$ cat config.mk
export PLATFORM = sky130hd
export DESIGN_NAME = ebisg_top
export DESIGN_NICKNAME = d
export VERILOG_FILES = /design/src/pkg/ebisg_pkg.sv /design/src/rtl/ebisg_top.sv
export VERILOG_INCLUDE_DIRS = /design/src /design/src/pkg
export SDC_FILE = /design/constraint.sdc
export NUM_CORES = 1
export LEC_CHECK = 0
export ABC_AREA = 0
export BUFFER_PORTS_ARGS = -buffer_cell sky130_fd_sc_hd__buf_2
export CELL_PAD_IN_SITES_DETAIL_PLACEMENT = 2
export CELL_PAD_IN_SITES_GLOBAL_PLACEMENT = 2
export CORE_MARGIN = 2
export CORE_UTILIZATION = 35
export DETAILED_ROUTE_END_ITERATION = 10
export GPL_ROUTABILITY_DRIVEN = 0
export PLACE_DENSITY_LB_ADDON = 0.12
export SYNTH_ARGS = -nofsm -noshare
export SYNTH_HDL_FRONTEND = slang
export SYNTH_SLANG_ARGS = --single-unit
$ cat constraint.sdc
create_clock -name pclk -period 3.1 [get_ports pclk]
set_input_delay 0.155 -clock pclk [delete_from_list [all_inputs] [get_ports pclk]]
set_output_delay 0.155 -clock pclk [all_outputs]
set_load 0.05 [all_outputs]
$ cat src/pkg/ebisg_map.svh
/*
 Register offsets, field positions, reset values and strobe codes
 of the speculation guard and 16-bit port sizer.
 Assumes it is included by its bare name from the design top and bench.
*/
`ifndef EBISG_MAP_SVH
`define EBISG_MAP_SVH

`define EBISG_GUARD_BASE_OFS 32'h8007FC24
`define EBISG_GUARD_MASK_OFS 32'h8007FC28
`define EBISG_IRQ_STATUS_OFS 32'h8007FC2C
`define EBISG_IRQ_MASK_OFS 32'h8007FC30
`define EBISG_STATE_OFS 32'h8007FC34

`define EBISG_GUARD_BASE_RST 32'h00000000
`define EBISG_GUARD_MASK_RST 32'h00000000
`define EBISG_IRQ_MASK_RST 2'h0

`define EBISG_BASE_HI 31
`define EBISG_BASE_LO 10
`define EBISG_MASK_HI 15
`define EBISG_MASK_LO 10
`define EBISG_UPPER_LO 16

`define EBISG_EV_HOLD 0
`define EBISG_EV_ERR 1
`define EBISG_EV_W 2

`define EBISG_STB_BYTE0 4'h5
`define EBISG_STB_BYTE1 4'h9
`define EBISG_STB_BYTE2 4'h7
`define EBISG_STB_BYTE3 4'hB
`define EBISG_STB_HALF0 4'h1
`define EBISG_STB_HALF2 4'h3
`define EBISG_STB_WORD0 4'h0
`define EBISG_STB_WORD1 4'h2
`define EBISG_STB_NONE 4'hF

`endif

$ cat src/pkg/ebisg_pkg.sv
/*
 Types of the speculation guard and 16-bit port sizer.
 Assumes ebisg_map.svh sits on the include path.
*/
package ebisg_pkg;

   typedef enum logic [5:0] {
      ST_IDLE = 6'h01,
      ST_HOLD = 6'h02,
      ST_ISSUE = 6'h04,
      ST_WAIT = 6'h08,
      ST_REL = 6'h10,
      ST_DONE = 6'h20
   } ebisg_state_t;

   typedef enum logic [1:0] {
      SZ_BYTE = 2'h0,
      SZ_HALF = 2'h1,
      SZ_WORD = 2'h2
   } ebisg_size_t;

   typedef struct packed {
      ebisg_state_t state;
      logic [31:0] addr;
      ebisg_size_t size;
      logic write;
      logic [31:0] wdata;
      logic port16;
      logic beat;
      logic err;
      logic [31:0] rdata;
      logic [31:0] base;
      logic [31:0] mask;
      logic [1:0] irq_status;
      logic [1:0] irq_mask;
      logic [31:0] prdata;
      logic pslverr;
      logic [2:0] ta_sync;
      logic [2:0] tea_sync;
      logic ta_n;
      logic tea_n;
      logic [31:0] d1;
      logic [31:0] d2;
      logic [31:0] d3;
      logic ext_start;
      logic [31:0] ext_addr;
      logic [31:0] ext_wdata;
      logic ext_data_oe_n;
      logic [3:0] strobes;
      logic core_ack;
      logic core_err;
      logic beat_done;
      logic beat_err;
   } ebisg_regs_t;

endpackage : ebisg_pkg

$ cat src/rtl/ebisg_top.sv
/*
 Speculation guard and 16-bit port sizer of the external bus unit,
 with an APB register slave and a level interrupt.
 Assumes one 100 MHz clock for core bus, APB and external bus; the
 chip-select unit supplies the port width of each access.
*/
`timescale 1ns/100ps
`include "ebisg_map.svh"

module ebisg_top (
   input wire logic pclk,
   input wire logic presetn,
   input wire logic psel,
   input wire logic penable,
   input wire logic pwrite,
   input wire logic [31:0] paddr,
   input wire logic [31:0] pwdata,
   output logic [31:0] prdata,
   output logic pready,
   output logic pslverr,
   input wire logic core_req,
   input wire logic [31:0] core_addr,
   input wire logic [1:0] core_size,
   input wire logic core_write,
   input wire logic [31:0] core_wdata,
   input wire logic core_spec,
   input wire logic cs_port16,
   output logic core_ack,
   output logic core_err,
   output logic [31:0] core_rdata,
   output logic core_beat_done,
   output logic core_beat_err,
   output logic core_spec_blocked,
   output logic ext_start,
   output logic [31:0] ext_addr,
   output logic [31:0] ext_wdata,
   output logic ext_data_oe_n,
   input wire logic [31:0] ext_rdata,
   output logic [0:3] byte_lane_strobes,
   input wire logic ext_ta_n,
   input wire logic transfer_error_ack_n,
   output logic irq
);

   ebisg_pkg::ebisg_regs_t s;
   ebisg_pkg::ebisg_regs_t next_s;

   // Mask ones widen the match, so one base covers 1 to 64 Kbytes
   function automatic logic guard_hit(
      input logic [31:0] a,
      input logic [31:0] base,
      input logic [31:0] mask
   );
      logic [21:0] same;
      logic [5:0] low;
      same = ~(a[`EBISG_BASE_HI:`EBISG_BASE_LO] ^
               base[`EBISG_BASE_HI:`EBISG_BASE_LO]);
      low = same[5:0] | mask[`EBISG_MASK_HI:`EBISG_MASK_LO];
      return (&low) & (&same[21:6]);
   endfunction : guard_hit

   // Active-low strobes for one beat of a 16-bit port access
   function automatic logic [3:0] strobe16(
      input ebisg_pkg::ebisg_size_t sz,
      input logic [1:0] off,
      input logic beat
   );
      logic [3:0] r;
      r = `EBISG_STB_NONE;
      case (sz)
         ebisg_pkg::SZ_BYTE: begin
            case (off)
               2'h0: r = `EBISG_STB_BYTE0;
               2'h1: r = `EBISG_STB_BYTE1;
               2'h2: r = `EBISG_STB_BYTE2;
               default: r = `EBISG_STB_BYTE3;
            endcase
         end
         ebisg_pkg::SZ_HALF: begin
            r = off[1] ? `EBISG_STB_HALF2 : `EBISG_STB_HALF0;
         end
         ebisg_pkg::SZ_WORD: begin
            // Strobe three stays low on both beats
            r = beat ? `EBISG_STB_WORD1 : `EBISG_STB_WORD0;
         end
         default: r = `EBISG_STB_NONE;
      endcase
      return r;
   endfunction : strobe16

   // Active-low strobes for a full 32-bit port
   function automatic logic [3:0] strobe32(
      input ebisg_pkg::ebisg_size_t sz,
      input logic [1:0] off
   );
      logic [3:0] r;
      r = `EBISG_STB_NONE;
      case (sz)
         ebisg_pkg::SZ_BYTE: r = ~(4'h8 >> off);
         ebisg_pkg::SZ_HALF: r = off[1] ? 4'hC : 4'h3;
         ebisg_pkg::SZ_WORD: r = 4'h0;
         default: r = `EBISG_STB_NONE;
      endcase
      return r;
   endfunction : strobe32

   logic hit_now;
   logic setup;
   logic access;
   logic [31:0] rd_mux;
   logic dec_ok;
   logic [`EBISG_EV_W-1:0] ev;
   logic half_sel;
   logic last_beat;

   assign hit_now = guard_hit(core_addr, s.base, s.mask);
   assign setup = psel & ~penable;
   assign access = psel & penable;

   always_comb begin
      rd_mux = 32'h00000000;
      dec_ok = 1'b1;
      case (paddr)
         `EBISG_GUARD_BASE_OFS: rd_mux = s.base;
         `EBISG_GUARD_MASK_OFS: rd_mux = s.mask;
         `EBISG_IRQ_STATUS_OFS: rd_mux = {30'h00000000, s.irq_status};
         `EBISG_IRQ_MASK_OFS: rd_mux = {30'h00000000, s.irq_mask};
         `EBISG_STATE_OFS: rd_mux = {26'h0000000, s.state};
         default: dec_ok = 1'b0;
      endcase
   end

   always_comb begin
      next_s = s;
      ev = '0;
      half_sel = (s.size == ebisg_pkg::SZ_WORD) ? s.beat : s.addr[1];
      last_beat = ~(s.port16 & (s.size == ebisg_pkg::SZ_WORD)) | s.beat;
      next_s.ext_start = 1'b0;
      next_s.core_ack = 1'b0;
      next_s.core_err = 1'b0;
      next_s.beat_done = 1'b0;
      next_s.beat_err = 1'b0;

      // Pin inputs: a change counts once stages two and three agree
      next_s.ta_sync = {s.ta_sync[1:0], ext_ta_n};
      next_s.tea_sync = {s.tea_sync[1:0], transfer_error_ack_n};
      if (s.ta_sync[1] == s.ta_sync[2]) begin
         next_s.ta_n = s.ta_sync[2];
      end
      if (s.tea_sync[1] == s.tea_sync[2]) begin
         next_s.tea_n = s.tea_sync[2];
      end
      // Data takes as many stages as the acknowledges it pairs with
      next_s.d1 = ext_rdata;
      next_s.d2 = s.d1;
      next_s.d3 = s.d2;

      // APB: data latched in setup, answered in the first access cycle
      if (setup) begin
         next_s.prdata = rd_mux;
         next_s.pslverr = ~dec_ok;
      end
      if (access & pwrite & dec_ok) begin
         case (paddr)
            `EBISG_GUARD_BASE_OFS: begin
               next_s.base = {pwdata[`EBISG_BASE_HI:`EBISG_BASE_LO],
                              10'h000};
            end
            `EBISG_GUARD_MASK_OFS: begin
               next_s.mask = {16'h0000,
                              pwdata[`EBISG_MASK_HI:`EBISG_MASK_LO],
                              10'h000};
            end
            `EBISG_IRQ_MASK_OFS: next_s.irq_mask = pwdata[1:0];
            default: next_s.mask = s.mask;
         endcase
      end
      if (access & ~pwrite & (paddr == `EBISG_IRQ_STATUS_OFS)) begin
         next_s.irq_status = '0;
      end

      case (s.state)
         ebisg_pkg::ST_IDLE: begin
            // The held request is still up in the ack cycle
            if (core_req & ~s.core_ack) begin
               next_s.addr = core_addr;
               next_s.size = ebisg_pkg::ebisg_size_t'(core_size);
               next_s.write = core_write;
               next_s.wdata = core_wdata;
               next_s.port16 = cs_port16;
               next_s.beat = 1'b0;
               next_s.err = 1'b0;
               next_s.rdata = 32'h00000000;
               // Stores are never speculative, so only loads are held
               if (core_spec & ~core_write & hit_now) begin
                  next_s.state = ebisg_pkg::ST_HOLD;
                  ev[`EBISG_EV_HOLD] = 1'b1;
               end else begin
                  next_s.state = ebisg_pkg::ST_ISSUE;
               end
            end
         end
         ebisg_pkg::ST_HOLD: begin
            if (~core_req) begin
               // A discarded speculative load never reaches the pins
               next_s.state = ebisg_pkg::ST_IDLE;
            end else if (~core_spec) begin
               next_s.state = ebisg_pkg::ST_ISSUE;
            end
         end
         ebisg_pkg::ST_ISSUE: begin
            next_s.ext_start = 1'b1;
            next_s.ext_data_oe_n = ~s.write;
            if (s.port16) begin
               next_s.strobes = strobe16(s.size, s.addr[1:0], s.beat);
               // Address bit 30 rides out on strobe two
               next_s.ext_addr = {s.addr[31:2], half_sel, 1'b0};
               // Small port uses the upper half of the bus only
               next_s.ext_wdata = {half_sel ? s.wdata[15:0] :
                                   s.wdata[31:16], 16'h0000};
            end else begin
               next_s.strobes = strobe32(s.size, s.addr[1:0]);
               next_s.ext_addr = s.addr;
               next_s.ext_wdata = s.wdata;
            end
            next_s.state = ebisg_pkg::ST_WAIT;
         end
         ebisg_pkg::ST_WAIT: begin
            // Error overrides acknowledge and ends the beat
            if (~s.tea_n | ~s.ta_n) begin
               next_s.err = s.err | ~s.tea_n;
               next_s.beat_done = 1'b1;
               next_s.beat_err = s.err | ~s.tea_n;
               if (~s.write) begin
                  if (s.port16 & half_sel) begin
                     next_s.rdata[15:0] = s.d3[31:16];
                  end else if (s.port16) begin
                     next_s.rdata[31:16] = s.d3[31:16];
                  end else begin
                     next_s.rdata = s.d3;
                  end
               end
               next_s.state = ebisg_pkg::ST_REL;
            end
         end
         ebisg_pkg::ST_REL: begin
            next_s.ext_data_oe_n = 1'b1;
            if (s.ta_n & s.tea_n) begin
               if (last_beat) begin
                  next_s.state = ebisg_pkg::ST_DONE;
               end else begin
                  next_s.beat = 1'b1;
                  next_s.state = ebisg_pkg::ST_ISSUE;
               end
            end
         end
         ebisg_pkg::ST_DONE: begin
            next_s.core_ack = 1'b1;
            next_s.core_err = s.err;
            next_s.strobes = `EBISG_STB_NONE;
            ev[`EBISG_EV_ERR] = s.err;
            next_s.state = ebisg_pkg::ST_IDLE;
         end
         default: next_s.state = ebisg_pkg::ST_IDLE;
      endcase

      // Set after clear: an event in the read cycle is kept
      next_s.irq_status = next_s.irq_status | ev;
   end

   always_ff @(posedge pclk or negedge presetn) begin
      if (!presetn) begin
         s <= '0;
         s.state <= ebisg_pkg::ST_IDLE;
         s.base <= `EBISG_GUARD_BASE_RST;
         s.mask <= `EBISG_GUARD_MASK_RST;
         s.irq_mask <= `EBISG_IRQ_MASK_RST;
         s.ta_sync <= 3'h7;
         s.tea_sync <= 3'h7;
         s.ta_n <= 1'b1;
         s.tea_n <= 1'b1;
         s.ext_data_oe_n <= 1'b1;
         s.strobes <= `EBISG_STB_NONE;
      end else begin
         s <= next_s;
      end
   end

   assign prdata = s.prdata;
   assign pready = access;
   assign pslverr = access & s.pslverr;
   assign core_ack = s.core_ack;
   assign core_err = s.core_err;
   assign core_rdata = s.rdata;
   assign core_beat_done = s.beat_done;
   assign core_beat_err = s.beat_err;
   assign core_spec_blocked = (s.state == ebisg_pkg::ST_HOLD);
   assign ext_start = s.ext_start;
   assign ext_addr = s.ext_addr;
   assign ext_wdata = s.ext_wdata;
   assign ext_data_oe_n = s.ext_data_oe_n;
   assign byte_lane_strobes = s.strobes;
   assign irq = |(s.irq_status & s.irq_mask);
endmodule : ebisg_top

==> results_dict.tcl <==
set metrics [dict create \
    outcome "finished, final reports clean" \
    layout_commonest_cell "dfrtp_1" \
    crit_chain "inv_1 -> ha_1 -> mux2i_1 -> nand2_1 -> o21ai_2 -> mux2_2" \
    viasPerCell 4.73 \
    maxCapViolCount 0 \
    hold_path_class "in -> reg" \
    place_ws_ps 352 \
    rsz0062_at_grt "no" \
    yosysSeqAreaShare_pct 62.2 \
    drc_errors 0 \
    synth_top_area_share_pct 59.6 \
    clk_latency_ps 560 \
    dpl.hpwl_mm 26.6 \
    fin_skew_ps 15.2 \
    die_height_um 204 \
    layout_setup_ws_ps 408 \
    rr_worst_depth 6 \
    postCtsSetupRepairBufs 0 \
    slew_violations 0 \
    layout_common_cells "333 x dfrtp_1, 301 x buf_2, 189 x nand2_1" \
    max_freq_ghz 0.372 \
    fin_total_pwr_mw 16.1 \
    die_area_mm2 0.0416 \
    synth-edff-count 0 \
    min_to "s[214]" \
    clk_pin_slew_ps 60 \
    synth_area_leader_cell "dfrtp_1" \
    worstPathMaxFanout 16 \
    std_cell_rows 73 \
    setup_viol 0 \
    drtIter0Drc 318 \
    nets 1643 \
    grt_use_met3_pct 4.91 \
    grt_pass1_vias 11100 \
    cts_sinks 347 \
    met2_usage_pct 35.0 \
    worst_pin_slew_ps 1090 \
    synth_cells 1144 \
    drive_gt1_share_pct 36.6 \
    vdd_drop_max_v 0.000661 \
    rrSetupSlack_ps 410 \
    crit_path_end_kind "register" \
    hold_viol 0 \
    antenna_found_initial 0 \
    drtAntennaViolNets 0 \
    wl_per_cell_um 20.3 \
    utilization_pct 45.3 \
    crit_family "compound AO/OA/AOI/OAI gates" \
    min_from "pwrite" \
    core-area_mm2 0.0395 \
    grt_pass1_wl_mm 64.7 \
    synth_async_sr_flop_share_pct 100 \
    synth_warnings 0 \
    syn_area_mm2 0.0140 \
    hold_path_depth 3 \
    busiest_layer "met2" \
    vias 9552 \
    root_buffer "clkbuf_16" \
    io_pins 315 \
    grt_max_degree 92 \
    arrival_ps 3130 \
    overflow 0 \
    area_delta_synth_final_pct 28.1 \
    p_leak_nw 8.83 \
    syn_avg_cell_area_um2 12.2 \
    htree_levels 2 \
    critPathLaunchType "register" \
    grtUsageTotal_pct 20.3 \
    min_period_ps 2690 \
    numCtsBuffers 40 \
    cp_slowest_cell "o21ai_2" \
    drt_first_pass_iters 4 \
    path_class "reg -> reg" \
    relSlewSlack_pct 27.5 \
    reg2reg_to "core_rdata[2]" \
    use_met1_pct 25.3 \
    numPortBuffers 302 \
    start_util_pct 35.4 \
    synth_area_leaders "dfrtp_1 60%, mux2_2 9.0%, buf_4 7.1%" \
    required_ps 3540 \
    die_w_um 204 \
    diodes 0 \
    finalSetupTns_ps 0 \
    critical_path_buf_inv_count 1 \
    synth_cell_types 55 \
    whs_ps 36.5 \
    synth_seq_cells 347 \
    r2r-start "s[347]" \
    ys.flop_type "dfrtp_1" \
    final.period_utilization_pct 86.8 \
    clock_path_buffers 3 \
    critPathMaxStageDelay_ps 840 \
    p_per_area_mw_per_mm2 900 \
    cts_tree "built" \
    wl_mm 41.0 \
]
[cell usage after synthesis (all sizes together) (3+ instances only)]
cell / n
nand3b: 4
nand3: 6
xnor2: 11
buf: 138
nor2: 30
nor2b: 3
dfrtp: 333
o22ai: 4
nand2: 189
clkbuf: 47
nor3: 7
ha: 5
nand4: 22
dfstp: 14
inv: 13
a21o: 4
nand2b: 23
mux2i: 3
a31oi: 17
a21bo: 16
a22o: 35
a211oi: 3
or4: 4
o21ai: 31
a21oi: 22
xor2: 12
nor4: 12
mux2: 113
[routing by layer]
metal / wire (µm) / share of wire, % / up-vias
met5: 0 / 0 / -
met4: 959 / 2.3 / 0
met3: 2160 / 5.3 / 54
met2: 20600 / 50 / 202
met1: 17300 / 42 / 4920
li1: - / - / 4376
[worst register-to-register path, delay by kind of cell, from the launching register on]
family | cells | cell delay (ps)
DFF | 1 | 420
and+or+nand+nor | 1 | 120
muxes | 2 | 830
AOI/OAI and AO/OA | 1 | 840
buffers and inverters | 1 | 120
adders and majority gates | 1 | 250
[power breakdown]
group / leakage, nW / total [mW] / internal, mW / switching (mW)
logic: 3.86 / 5.19 / 1.69 / 3.49
registers: 4.32 / 6.19 / 5.57 / 0.617
clock network: 0.646 / 4.76 / 2.85 / 1.91
[registers in the layout, indices dropped and copies added, names as in the netlist]
signal	count
byte_lane_strobes	4
core_ack	1
core_beat_done	1
core_beat_err	1
core_err	1
core_rdata	32
ext_addr	32
ext_data_oe_n	1
ext_start	1
ext_wdata	32
next_s	68
prdata	28
s	145
[worst max-delay path by stage]
stage | from | endpoint | slack, ps | cells past startpoint
after floorplan | s[384] | core_rdata[10] | 890 | 7
after global placement | s[347] | core_rdata[0] | 440 | 6
after detailed placement | s[347] | core_rdata[2] | 350 | 6
after CTS | s[347] | core_rdata[2] | 370 | 6
after global routing | s[383] | core_rdata[22] | 220 | 7
final | s[347] | core_rdata[2] | 410 | 6
[repair_timing]
item                                   4_1_cts  5_1_grt
endpoints found under the hold margin      205        0
gates resized for setup                      0        0
hold buffers                               129        0
[layout make-up]
cell class                 instances  area (µm²)
clock buffer                      64        1210
clock inverter                     9         105
fill                            3981       21600
inverter                          13        48.8
multi-input combinational        602        4080
sequential                       347        8700
tap                              525         657
timing repair buffer             461        3130
[through the flow]
| step | instance area [µm²] | instances |
|---|---|---|
| after floorplan | 14000 | 1147 |
| after global placement | 15300 | 1819 |
| after detailed placement | 15300 | 1819 |
| after CTS | 17900 | 2021 |
| after global routing | 17900 | 2021 |
| final | 17900 | 2021 |
[kinds of logic (layout without fill, tap and decap cells)]
| family | after synthesis | in the layout | synth area share [%] |
|---|---|---|---|
| adders and majority gates | 7 | 7 | 0.590 |
| other | 1 | 4 | 0.0268 |
| xor gates and xnor gates | 23 | 23 | 1.44 |
| muxes | 116 | 116 | 9.31 |
| DFF | 347 | 347 | 62.2 |
| and+or+nand+nor | 308 | 308 | 10.2 |
| buffers and inverters | 198 | 547 | 8.89 |
| AOI/OAI and AO/OA | 144 | 144 | 7.31 |
No activity file was read; power rests on OpenSTA's default activity.
